<file path="src/pkg/np_gig_consts.svh">
`ifndef NP_GIG_CONSTS_SVH
`define NP_GIG_CONSTS_SVH

`define NPR_INDEX          4'h8
`define GCFG_INDEX         4'h9
`define NPR_ADDR           12'h020
`define GCFG_ADDR          12'h024

`define NPR_MORE_BIT       15
`define NPR_ACK_BIT        14
`define NPR_MSG_BIT        13
`define NPR_COMPLY_BIT     12
`define NPR_TOGGLE_BIT     11

`define NPR_RESET          16'h2001
`define NPR_RW_MASK        16'hB7FF
`define NPR_CODE_RESET     11'h001

`define GCFG_FORCE_BIT     12
`define GCFG_MASTER_BIT    11
`define GCFG_PORT_BIT      10
`define GCFG_FD_BIT        9
`define GCFG_HD_BIT        8
`define GCFG_TDR_BIT       7
`define GCFG_WR_MASK       16'hFF80
`define GCFG_RESET         16'h0300

`endif

</file>
<file path="src/pkg/np_gig_pkg.sv">
package np_gig_pkg;

	typedef enum logic [2:0] {
		TEST_NORMAL   = 3'b000,
		TEST_WAVEFORM = 3'b001,
		TEST_JIT_MST  = 3'b010,
		TEST_JIT_SLV  = 3'b011,
		TEST_DISTORT  = 3'b100,
		TEST_SCR_IDLE = 3'b101,
		TEST_REP_0001 = 3'b110,
		TEST_PULSE_63 = 3'b111
	} test_mode_t;

	typedef struct packed {
		logic        more_pages_flag;
		logic        ack;
		logic        message_page_flag;
		logic        partner_can_comply;
		logic        page_toggle;
		logic [10:0] code;
	} next_page_t;

	typedef struct packed {
		test_mode_t test_mode;
		logic       force_role;
		logic       force_master;
		logic       multi_port;
		logic       adv_full;
		logic       adv_half;
		logic       tdr_auto;
	} gig_cfg_t;

endpackage

</file>
<file path="src/np_gig_regs.sv">
// Added by the designer: the APB interface to the registers.
`include "np_gig_consts.svh"

module np_gig_regs
	import np_gig_pkg::*;
#(
	parameter bit FD_FROM_STRAP = 1'b0
) (
	input  wire logic        pclk,
	input  wire logic        presetn,
	input  wire logic        psel,
	input  wire logic        penable,
	input  wire logic        pwrite,
	input  wire logic [11:0] paddr,
	input  wire logic [31:0] pwdata,
	input  wire logic [3:0]  pstrb,
	output logic      [31:0] prdata,
	output logic             pready,
	output logic             pslverr,
	input  wire logic        np_load,
	input  wire next_page_t  np_word,
	input  wire logic        fd_strap,
	input  wire logic        link_up,
	output gig_cfg_t         cfg,
	output logic             tdr_start
);

	localparam logic [15:0] NPR_RST  = `NPR_RESET;
	localparam logic [15:0] GCFG_RST = `GCFG_RESET;

	// the strap is only trusted once both synchroniser stages hold it
	typedef enum logic [1:0] {
		STRAP_FILL = 2'b00,
		STRAP_ARM  = 2'b01,
		STRAP_TAKE = 2'b10,
		STRAP_DONE = 2'b11
	} strap_state_t;

	logic            more_q;
	logic            ack_q;
	logic            msg_q;
	logic            comply_q;
	logic            toggle_q;
	logic [10:0]     code_q;
	next_page_t      npr_view;

	logic [2:0]      test_q;
	logic            force_q;
	logic            master_q;
	logic            port_q;
	logic            fd_q;
	logic            hd_q;
	logic            tdr_q;
	logic [15:0]     gcfg_view;

	logic [1:0]      pin_in;
	wire logic [1:0] pin_sync;
	logic            link_prev_q;
	logic            link_fall;
	strap_state_t    strap_q;
	strap_state_t    strap_d;

	logic            access;
	logic            sel_npr;
	logic            sel_gcfg;
	logic            mapped;
	logic            wr_npr;
	logic            wr_gcfg;
	logic [15:0]     wdata;
	logic [15:0]     wmask;
	logic [15:0]     npr_wen;
	logic [15:0]     gcfg_wen;

	function automatic logic hit(input logic [11:0] a, input logic [11:0] ref_a);
		hit = (a == ref_a);
	endfunction

	// per-bit write enable: decoded write, byte lane and writable mask together
	function automatic logic [15:0] bit_wen(
		input logic        wr,
		input logic [15:0] lanes,
		input logic [15:0] rw_mask
	);
		bit_wen = {16{wr}} & lanes & rw_mask;
	endfunction

	// pready is registered, so each access phase lasts two cycles
	assign access    = psel & penable & ~pready;
	assign sel_npr   = hit(paddr, `NPR_ADDR);
	assign sel_gcfg  = hit(paddr, `GCFG_ADDR);
	assign mapped    = sel_npr | sel_gcfg;
	assign wr_npr    = access & pwrite & sel_npr;
	assign wr_gcfg   = access & pwrite & sel_gcfg;
	assign wdata     = pwdata[15:0];
	assign wmask     = {{8{pstrb[1]}}, {8{pstrb[0]}}};
	assign npr_wen   = bit_wen(wr_npr, wmask, `NPR_RW_MASK);
	assign gcfg_wen  = bit_wen(wr_gcfg, wmask, `GCFG_WR_MASK);

	assign npr_view  = '{more_q, ack_q, msg_q, comply_q, toggle_q, code_q};
	assign gcfg_view = {test_q, force_q, master_q, port_q, fd_q, hd_q, tdr_q, 7'h00};

	assign pin_in    = {link_up, fd_strap};

	// both pins come from outside the clock domain, so two flops each
	genvar gi;
	generate
		for (gi = 0; gi < 2; gi++) begin : g_sync
			logic s1_q;
			logic s2_q;
			always_ff @(posedge pclk or negedge presetn) begin
				if (!presetn) begin
					s1_q <= 1'b0;
					s2_q <= 1'b0;
				end else begin
					s1_q <= pin_in[gi];
					s2_q <= s1_q;
				end
			end
			assign pin_sync[gi] = s2_q;
		end
	endgenerate

	always_ff @(posedge pclk or negedge presetn) begin
		if (!presetn) begin
			pready <= 1'b0;
		end else begin
			pready <= access;
		end
	end

	// unmapped offsets are refused and nothing is written
	always_ff @(posedge pclk or negedge presetn) begin
		if (!presetn) begin
			pslverr <= 1'b0;
		end else begin
			pslverr <= access & ~mapped;
		end
	end

	// cleared on writes, so a stale read word never rides a later pready
	always_ff @(posedge pclk or negedge presetn) begin
		if (!presetn) begin
			prdata <= 32'h0000_0000;
		end else if (access) begin
			if (pwrite) begin
				prdata <= 32'h0000_0000;
			end else if (sel_npr) begin
				prdata <= {16'h0000, npr_view};
			end else if (sel_gcfg) begin
				prdata <= {16'h0000, gcfg_view};
			end else begin
				prdata <= 32'h0000_0000;
			end
		end
	end

	// received page: a hardware load beats a software write in the same cycle
	always_ff @(posedge pclk or negedge presetn) begin
		if (!presetn) begin
			more_q <= NPR_RST[`NPR_MORE_BIT];
		end else if (np_load) begin
			more_q <= np_word.more_pages_flag;
		end else if (npr_wen[`NPR_MORE_BIT]) begin
			more_q <= wdata[`NPR_MORE_BIT];
		end
	end

	always_ff @(posedge pclk or negedge presetn) begin
		if (!presetn) begin
			ack_q <= NPR_RST[`NPR_ACK_BIT];
		end else if (np_load) begin
			ack_q <= np_word.ack;
		end
	end

	always_ff @(posedge pclk or negedge presetn) begin
		if (!presetn) begin
			msg_q <= NPR_RST[`NPR_MSG_BIT];
		end else if (np_load) begin
			msg_q <= np_word.message_page_flag;
		end else if (npr_wen[`NPR_MSG_BIT]) begin
			msg_q <= wdata[`NPR_MSG_BIT];
		end
	end

	always_ff @(posedge pclk or negedge presetn) begin
		if (!presetn) begin
			comply_q <= NPR_RST[`NPR_COMPLY_BIT];
		end else if (np_load) begin
			comply_q <= np_word.partner_can_comply;
		end else if (npr_wen[`NPR_COMPLY_BIT]) begin
			comply_q <= wdata[`NPR_COMPLY_BIT];
		end
	end

	// read-only: always the opposite of the toggle in the word just exchanged
	always_ff @(posedge pclk or negedge presetn) begin
		if (!presetn) begin
			toggle_q <= NPR_RST[`NPR_TOGGLE_BIT];
		end else if (np_load) begin
			toggle_q <= ~np_word.page_toggle;
		end
	end

	always_ff @(posedge pclk or negedge presetn) begin
		if (!presetn) begin
			code_q <= NPR_RST[10:0];
		end else if (np_load) begin
			code_q <= np_word.code;
		end else if (|npr_wen[10:0]) begin
			code_q <= (code_q & ~npr_wen[10:0]) | (wdata[10:0] & npr_wen[10:0]);
		end
	end

	always_ff @(posedge pclk or negedge presetn) begin
		if (!presetn) begin
			test_q <= GCFG_RST[15:13];
		end else if (|gcfg_wen[15:13]) begin
			test_q <= (test_q & ~gcfg_wen[15:13]) | (wdata[15:13] & gcfg_wen[15:13]);
		end
	end

	always_ff @(posedge pclk or negedge presetn) begin
		if (!presetn) begin
			force_q <= GCFG_RST[`GCFG_FORCE_BIT];
		end else if (gcfg_wen[`GCFG_FORCE_BIT]) begin
			force_q <= wdata[`GCFG_FORCE_BIT];
		end
	end

	always_ff @(posedge pclk or negedge presetn) begin
		if (!presetn) begin
			master_q <= GCFG_RST[`GCFG_MASTER_BIT];
		end else if (gcfg_wen[`GCFG_MASTER_BIT]) begin
			master_q <= wdata[`GCFG_MASTER_BIT];
		end
	end

	always_ff @(posedge pclk or negedge presetn) begin
		if (!presetn) begin
			port_q <= GCFG_RST[`GCFG_PORT_BIT];
		end else if (gcfg_wen[`GCFG_PORT_BIT]) begin
			port_q <= wdata[`GCFG_PORT_BIT];
		end
	end

	// software always wins over the strap, even while capture is pending
	always_ff @(posedge pclk or negedge presetn) begin
		if (!presetn) begin
			fd_q <= GCFG_RST[`GCFG_FD_BIT];
		end else if (gcfg_wen[`GCFG_FD_BIT]) begin
			fd_q <= wdata[`GCFG_FD_BIT];
		end else if (FD_FROM_STRAP && strap_q == STRAP_TAKE) begin
			fd_q <= pin_sync[0];
		end
	end

	always_ff @(posedge pclk or negedge presetn) begin
		if (!presetn) begin
			hd_q <= GCFG_RST[`GCFG_HD_BIT];
		end else if (gcfg_wen[`GCFG_HD_BIT]) begin
			hd_q <= wdata[`GCFG_HD_BIT];
		end
	end

	always_ff @(posedge pclk or negedge presetn) begin
		if (!presetn) begin
			tdr_q <= GCFG_RST[`GCFG_TDR_BIT];
		end else if (gcfg_wen[`GCFG_TDR_BIT]) begin
			tdr_q <= wdata[`GCFG_TDR_BIT];
		end
	end

	always_ff @(posedge pclk or negedge presetn) begin
		if (!presetn) begin
			strap_q <= STRAP_FILL;
		end else begin
			strap_q <= strap_d;
		end
	end

	always_comb begin
		strap_d = strap_q;
		case (strap_q)
			STRAP_FILL: strap_d = STRAP_ARM;
			STRAP_ARM:  strap_d = STRAP_TAKE;
			STRAP_TAKE: strap_d = STRAP_DONE;
			STRAP_DONE: strap_d = STRAP_DONE;
			default:    strap_d = STRAP_DONE;
		endcase
		// a software write settles bit 9 for good
		if (wr_gcfg) begin
			strap_d = STRAP_DONE;
		end
	end

	// the role bit only means master while forcing is on
	always_ff @(posedge pclk or negedge presetn) begin
		if (!presetn) begin
			cfg <= gig_cfg_t'({3'b000, 6'b000110});
		end else begin
			cfg.test_mode    <= test_mode_t'(test_q);
			cfg.force_role   <= force_q;
			cfg.force_master <= force_q & master_q;
			cfg.multi_port   <= port_q;
			cfg.adv_full     <= fd_q;
			cfg.adv_half     <= hd_q;
			cfg.tdr_auto     <= tdr_q;
		end
	end

	// previous level resets low, so a pin already high gives no false fall
	assign link_fall = link_prev_q & ~pin_sync[1];

	always_ff @(posedge pclk or negedge presetn) begin
		if (!presetn) begin
			link_prev_q <= 1'b0;
		end else begin
			link_prev_q <= pin_sync[1];
		end
	end

	always_ff @(posedge pclk or negedge presetn) begin
		if (!presetn) begin
			tdr_start <= 1'b0;
		end else begin
			tdr_start <= tdr_q & link_fall;
		end
	end

endmodule

</file>
<file path="config.mk">
export PLATFORM = sky130hd
export DESIGN_NAME = np_gig_regs
export DESIGN_NICKNAME = d
export VERILOG_FILES = /design/src/pkg/np_gig_pkg.sv /design/src/np_gig_regs.sv
export VERILOG_INCLUDE_DIRS = /design/src /design/src/pkg
export SDC_FILE = /design/constraint.sdc
export NUM_CORES = 1
export LEC_CHECK = 0
export BUFFER_PORTS_ARGS = -buffer_cell sky130_fd_sc_hd__buf_4
export CAP_MARGIN = 5
export CORE_MARGIN = 10
export CORE_UTILIZATION = 50
export CTS_CLUSTER_DIAMETER = 150
export DETAILED_ROUTE_END_ITERATION = 8
export PLACE_DENSITY = 0.92
export SLEW_MARGIN = 40
export SYNTH_ARGS = -nofsm -noshare
export SYNTH_HDL_FRONTEND = slang
export SYNTH_SLANG_ARGS = --single-unit
</file>
<file path="constraint.sdc">
create_clock -name pclk -period 2.6 [get_ports pclk]
set_input_delay 0.13 -clock pclk [delete_from_list [all_inputs] [get_ports pclk]]
set_output_delay 0.13 -clock pclk [all_outputs]
set_load 0.03 [all_outputs]
</file>
* Word-level counts from Yosys, hierarchy flattened
Index checks and enable logic that the tools add are counted.
** Storage, ports and cells
- Latch bits :: 0
- ROM bits :: 0
- Memories kept :: 0
- Bits of input ports :: 72
- RAM bits :: 0
- Output and inout port bits :: 44
- Word-level logic and storage cells :: 70
- Bits in registers :: 72
** Operators by class
- Multipliers :: 0
- Order comparisons :: 0
- Reductions and logical operators :: 6
- Shift-type cells :: 0
- Bitwise logic cells :: 24
- Div/mod/pow operators :: 0
- Multiplexer cells :: 11
- Eq/ne operators :: 2
- Add/sub/neg operators :: 0
** Operators with widths (count)
- $mux 32 :: 2
- $and 16x16->16 :: 2
- $eq 12x6->1 const B :: 2
- $and 11x11->11 :: 2
- $mux 11 :: 2
- $mux 16 :: 1
- $not 11->11 :: 1
- $or 11x11->11 :: 1
- $reduce_or 11->1 :: 1
- $and 1x1->1 :: 9
- $reduce_bool 2->1 :: 4
- $and 3x3->3 :: 2
- $mux 1 :: 6
- $not 1->1 :: 4
- $not 3->3 :: 1
- $or 3x3->3 :: 1
- $reduce_or 3->1 :: 1
- $or 1x1->1 :: 1

* Longest topological paths before layout
Gate-level depths: netlist of the first run.
- Depth after elaboration :: 10
- Gate-level depth with buffers :: 7
- Mapped depth without buffers :: 5

* Worst setup path after synthesis of the first run
No wires, ideal clock.
- Path kind :: flip-flop to flip-flop
- Start point :: register pready
- End point :: register with a tool-made name
- Period minus slack after synthesis :: 1.815 ns
- Data required time :: 2.475 ns
- Buffers on the path :: 2
- Cell stages (with the launch flop) :: 8
- Path slack :: 0.785 ns
- Arrival time :: 1.690 ns
- Library setup time :: 0.125 ns
- Cells stage by stage :: dfrtp_1 -> nand3b_4 -> inv_4 -> and3_4 -> buf_6 -> and3_4 -> buf_6 -> mux2_4
** RTL lines
- start: declaration :: RTL line np_gig_regs.sv:18 : output logic pready,
- start signal: assignment :: RTL line np_gig_regs.sv:127 : pready <= access;

* Final worst setup path of the first run
- Start point :: register pready
- End point :: register force_q
** Between the ends
- Cells in the longest elaborated chain, start to end :: 5
** RTL lines
- $not 1->1 :: RTL line np_gig_regs.sv:88 : assign access = psel & penable & ~pready;
- $and 1x1->1 :: RTL line np_gig_regs.sv:88
- via access :: RTL line np_gig_regs.sv:63 : logic access;
- $and 1x1->1 (2 in a row) :: RTL line np_gig_regs.sv:93 : assign wr_gcfg = access & pwrite & sel_gcfg;
- $and 16x16->16 :: RTL line np_gig_regs.sv:84 : bit_wen = {16{wr}} & lanes & rw_mask;
- end signal: assignment :: RTL line np_gig_regs.sv:225 : force_q <= GCFG_RST[`GCFG_FORCE_BIT];
- end signal: assignment :: RTL line np_gig_regs.sv:227 : force_q <= wdata[`GCFG_FORCE_BIT];
- end: declaration :: RTL line np_gig_regs.sv:48 : logic force_q;
The timed path passes the listed nets, and every way through them passes these cells.
A chain may end at the register's enable or synchronous reset.

==> flow_metrics.tcl, run 1 <==
set metrics [dict create \
    die_y_um 90.73 \
    finalNetCount 360 \
    outcome "finished, final reports clean" \
    fin_crit_sh_pct 71.75 \
    routedWlPerCell_um 18.53 \
    final_core_utilization_pct 66.85 \
    grt_pass1_wl_um 10630 \
    clkSlewWorstSetupHoldPaths_ns 0.10 \
    drc 0 \
    critPathMaxFanout 19 \
    gp_congestion 0.7995 \
    worstSetupPathType "flop to flop" \
    setup_viol 0 \
    wl_um 6595 \
    viasPerCell 5.278 \
    setup-tns-final_ns 0 \
    cp.arrival_ns 2.06 \
    synth_warnings 0 \
    synthesis.area_mm2 0.002501 \
    synthTopCellsByCount "dfrtp_1 (50), o21ai_0 (23), buf_4 (17)" \
    post-synth-top-area-cell "dfrtp_1" \
    synth_edf_count 0 \
    ys_types 32 \
    grt_pass1_vias 2125 \
    min_path_type "input port to flop" \
    fin_worst_skew_ns 0.004852 \
    cts_buffers 5 \
    worstPathRequired_ns 2.80 \
    coreArea_mm2 0.004786 \
    end_kind "flop" \
    slew_viol_final 0 \
    p_per_area_mw_per_mm2 523.2 \
    cts.htree.levels 2 \
    whs_ns 0.04389 \
    final_cells 356 \
    cts_tree "yes" \
    antenna_cells 0 \
    p_leak_uw 0.001559 \
    root_buffer "clkbuf_8" \
    async_flop_share_pct 100.0 \
    min_period_ns 1.866 \
    clkSinkCount 56 \
    grt_max_degree 57 \
    clock_path_buffers 2 \
    drt_iter0_drc 101 \
    antenna_found_initial 0 \
    clock_latency_ns 0.30 \
    grtUsageTotal_pct 15.96 \
    start_util_pct 52.26 \
    vias 1879 \
    die_w_um 90.73 \
    timing.fmax_mhz 536.0 \
    io_buffers 80 \
    rsz0062_at_grt "false" \
    finalHoldViolations 0 \
    preCtsSetupSlack_ns 0.6919 \
    slew_headroom_pct 55.32 \
    setup_ws_ns 0.7344 \
    globalRouteOverflowTotal 0 \
    pin_count 116 \
    synth_cells 211 \
    ys_seq_area_share_pct 56.33 \
    ant_nets 0 \
    syn_avg_cell_area_um2 11.85 \
    dp.cells 345 \
    critPathLaunchType "flop" \
    drv_cap 0 \
    drive_gt1_share_pct 38.06 \
    ys_ff_latch 56 \
    dp_hpwl_um 4971 \
    tightestPinTransition_ns 0.6703 \
    synthDominantCellAreaShare_pct 50.03 \
    synth.most_common_cell "dfrtp_1" \
    post_cts_resized 0 \
    dr.pass1.iters 4 \
    synth_area_leaders "dfrtp_1 (50%), dfstp_2 (6.3%), buf_4 (5.1%)" \
    syn2layout_area_growth_pct 27.91 \
    rows 25 \
    vdd.ir_drop.worst_v 0.0002337 \
    die-area_mm2 0.008231 \
    synth_ff_type "dfrtp_1" \
]
==> power by group <==
part           internal [uW]  switching, uW
clock                    285            273
combinational           87.9            116
sequential               899           12.7
==> worst max-delay path, stage by stage (launching register included) <==
cell and delay (ns):
dfrtp_1 0.41, nand3b_4 0.33, inv_4 0.14, and3_4 0.24, and3_4 0.31, mux2_4 0.32
==> logic make-up after synthesis <==
kind of cell           Yosys count  synth area share [%]
AO/OA/AOI/OAI                   59                 14.96
other                            1                0.1499
buffers and inverters           31                 8.053
multiplexers                    19                 9.305
AND/OR/NAND/NOR                 45                 11.21
flip-flops                      56                 56.33
==> cell usage in the layout, fill, tap and decap left out, types with 2 or more instances in the layout <==
cell type	count
dlygate4sd3_1	3
dfrtp_1	50
nand2_1	10
dfstp_2	6
buf_4	81
nor2_1	3
mux2i_1	9
a21oi_1	15
mux2_2	2
and3_4	2
a22o_1	7
conb_1	16
o21ai_0	23
nor2b_1	14
nand3_1	3
clkbuf_8	5
and3_1	4
a41oi_1	14
mux2_4	8
==> per-layer routing <==
layer | vias up | part of all wire, % | track usage, %
met5 | - | 0 | 0
met4 | 0 | 1.4 | 4.377
met3 | 9 | 10 | 5.154
met2 | 87 | 51 | 27.82
met1 | 907 | 37 | 18.19
li1 | 876 | - | -
==> through the flow <==
stage          total power [uW]  cell area (um2)
4_1_cts                    1679             3199
3_3_place_gp               1120             3058
3_5_place_dp               1127             3058
2_1_floorplan              1044             2557
5_1_grt                    1743             3199
6_report                   1674             3199
==> layout make-up <==
cell class | instances | area (um2)
well taps | 67 | 83.83
multi-input cells | 139 | 947.2
clock inverters | 3 | 42.54
repair buffers | 84 | 638.1
inverters | 2 | 10.01
clock buffers | 5 | 68.82
flip-flops and latches | 56 | 1409
fillers | 397 | 1587
==> path summary, 6_finish.rpt <==
path	start	end	slack, ns	cells past startpoint
max reg2reg	pready	force_q	0.73	5
min reg2reg	g_sync[1].s1_q	g_sync[1].s2_q	0.35	0
max	pready	force_q	0.73	5
min	pwdata[11]	master_q	0.04	2
min in group asynchronous	presetn	cfg[8]	0.40	2
max in group asynchronous	presetn	cfg[7]	1.75	2
==> what timing repair did <==
| action | in CTS | in global routing |
|---|---|---|
| buffers inserted | 0 | 0 |
| hold endpoints to repair | 52 | 0 |
| hold buffers | 3 | 0 |
(Power assumes the default switching activity.)
==> run 2: changes to the inputs <==
--- a/config.mk
+++ b/config.mk
@@ -9,10 +9,10 @@
 export BUFFER_PORTS_ARGS = -buffer_cell sky130_fd_sc_hd__buf_4
 export CAP_MARGIN = 5
 export CORE_MARGIN = 10
-export CORE_UTILIZATION = 50
+export CORE_UTILIZATION = 46
 export CTS_CLUSTER_DIAMETER = 150
 export DETAILED_ROUTE_END_ITERATION = 8
-export PLACE_DENSITY = 0.92
+export PLACE_DENSITY = 0.86
 export SLEW_MARGIN = 40
 export SYNTH_ARGS = -nofsm -noshare
 export SYNTH_HDL_FRONTEND = slang
==> constraint.sdc (replaced) <==
create_clock -name pclk -period 1.86 [get_ports pclk]
set_input_delay 0.093 -clock pclk [delete_from_list [all_inputs] [get_ports pclk]]
set_output_delay 0.093 -clock pclk [all_outputs]
set_load 0.03 [all_outputs]
==> flow_metrics.tcl, run 2 (same netlist as run 1, synthesis figures left out) <==
set metrics [dict create \
    outcome "finished, final reports clean" \
    die_w_um 93.74 \
    viasPerCell 5.214 \
    drive_gt1_share_pct 37.97 \
    fin_crit_sh_pct 85.92 \
    io_buffers 80 \
    slew_viol_final 0 \
    worstSetupPathType "flop to flop" \
    regArea_mm2 0.001409 \
    root_buffer "clkbuf_8" \
    setup_ws_ns 0.2619 \
    postCtsHoldBufs 4 \
    syn2layout_area_growth_pct 30.02 \
    grt_max_degree 57 \
    drc 0 \
    min_path_cells 2 \
    gp_congestion 0.7716 \
    rsz0062_at_grt "false" \
    post_cts_resized 0 \
    drt_iter0_drc 78 \
    min_path_type "input port to flop" \
    die-area_mm2 0.008786 \
    end_kind "flop" \
    ant_nets 0 \
    die_y_um 93.74 \
    wl_um 6361 \
    clock_path_buffers 2 \
    critPathLaunchType "flop" \
    cpPeakStageDelay_ns 0.39 \
    nFillCells 422 \
    placed_area_mm2 0.003084 \
    drv_cap 0 \
    clkSinkCount 56 \
    crit_path_frequent_cell "and3_4" \
    setup_viol 0 \
    final_common_cell "buf_4" \
    coreArea_mm2 0.005205 \
    tightestPinTransition_ns 0.6841 \
    vdd.ir_drop.worst_v 0.0003160 \
    routedWlPerCell_um 17.43 \
    antenna_cells 0 \
    finalHoldViolations 0 \
    reg2regPathDepth 5 \
    stdcell_area_mm2 0.003252 \
    mostFrequentLayoutCells "buf_4 (84), dfrtp_1 (50), o21ai_0 (23)" \
    min_period_ns 1.598 \
    dp_hpwl_um 4801 \
    clkSlewWorstSetupHoldPaths_ns 0.10 \
    cts_setup_buffers 0 \
    setup-tns-final_ns 0 \
    slew_headroom_pct 54.39 \
    vias 1903 \
    finalPower_uw 2350 \
    cts_buffers 5 \
    path_cells "nand3b_4 -> inv_4 -> and3_4 -> and3_4 -> mux2_4" \
    p_leak_uw 0.001586 \
    slowest_stage "dfrtp_1" \
    whs_ns 0.01829 \
    grt_pass1_wl_um 10320 \
    cp.arrival_ns 1.80 \
    finalNetCount 366 \
    grt_pass1_vias 2076 \
    p_per_area_mw_per_mm2 722.6 \
    cts_tree "yes" \
    critPathMaxFanout 8 \
    rows 26 \
    start_util_pct 48.05 \
    r2r_setup_slack_ns 0.26 \
    grtUsageTotal_pct 14.77 \
    timing.fmax_mhz 625.8 \
    preCtsSetupSlack_ns 0.2633 \
    clock_latency_ns 0.31 \
    pin_count 116 \
    antenna_found_initial 0 \
    multi_input_area_um2 947.2 \
    fin_worst_skew_ns 0.004291 \
    worstPathRequired_ns 2.06 \
    cts.htree.levels 2 \
    dr.pass1.iters 5 \
    globalRouteOverflowTotal 0 \
]
run 2: cell types whose count changed in the layout (fill, tap and decap cells not counted), sizes merged:
cell         before  now
clkinvlp          1    0
clkbuf            5    6
dlygate4sd3       3    6
buf              81   84
run 2: path summary, 6_finish.rpt:
check                                 endpoint            from
worst max-delay path                      flop          pready
worst min-delay path                      hd_q       pwdata[8]
worst max register to register            flop          pready
worst min register to register  g_sync[1].s2_q  g_sync[1].s1_q
max in group asynchronous          link_prev_q         presetn
min in group asynchronous               cfg[8]         presetn
run 2: power by group:
group	total [uW]	switching (uW)	internal (uW)
clock	784	384	400
sequential	1270	17.3	1260
combinational	292	162	130
total	2350	563	1790
run 2: critical path, delay by kind of cell (launching register included):
kind	cells	cell delay, ns
multiplexers	1	0.31
flip-flops	1	0.39
AND/OR/NAND/NOR	3	0.70
buffers and inverters	1	0.07
run 2: area by class of cell:
cell class	count	area share, %
Clock inverter	2	1.077
Inverter	2	0.3078
Multi-Input combinational cell	139	29.13
Tap cell	70	2.693
Clock buffer	6	2.232
Timing Repair Buffer	90	21.24
Sequential cell	56	43.32
run 2: through the flow:
| step | util [%] | instances |
|---|---|---|
| 2_1_floorplan | - | 226 |
| 3_3_place_gp | 59.25 | 351 |
| 3_5_place_dp | 59.25 | 351 |
| 4_1_cts | 62.09 | 363 |
| 5_1_grt | 62.48 | 365 |
| 6_report | 62.48 | 365 |
run 2: layer usage:
metal | up-vias | GRT usage (%) | part of all wire, %
met1 | 931 | 17.29 | 42
met3 | 6 | 5.675 | 7.7
met2 | 77 | 24.94 | 50
met5 | - | 0 | 0
met4 | 0 | 3.418 | 0.82
li1 | 889 | - | -
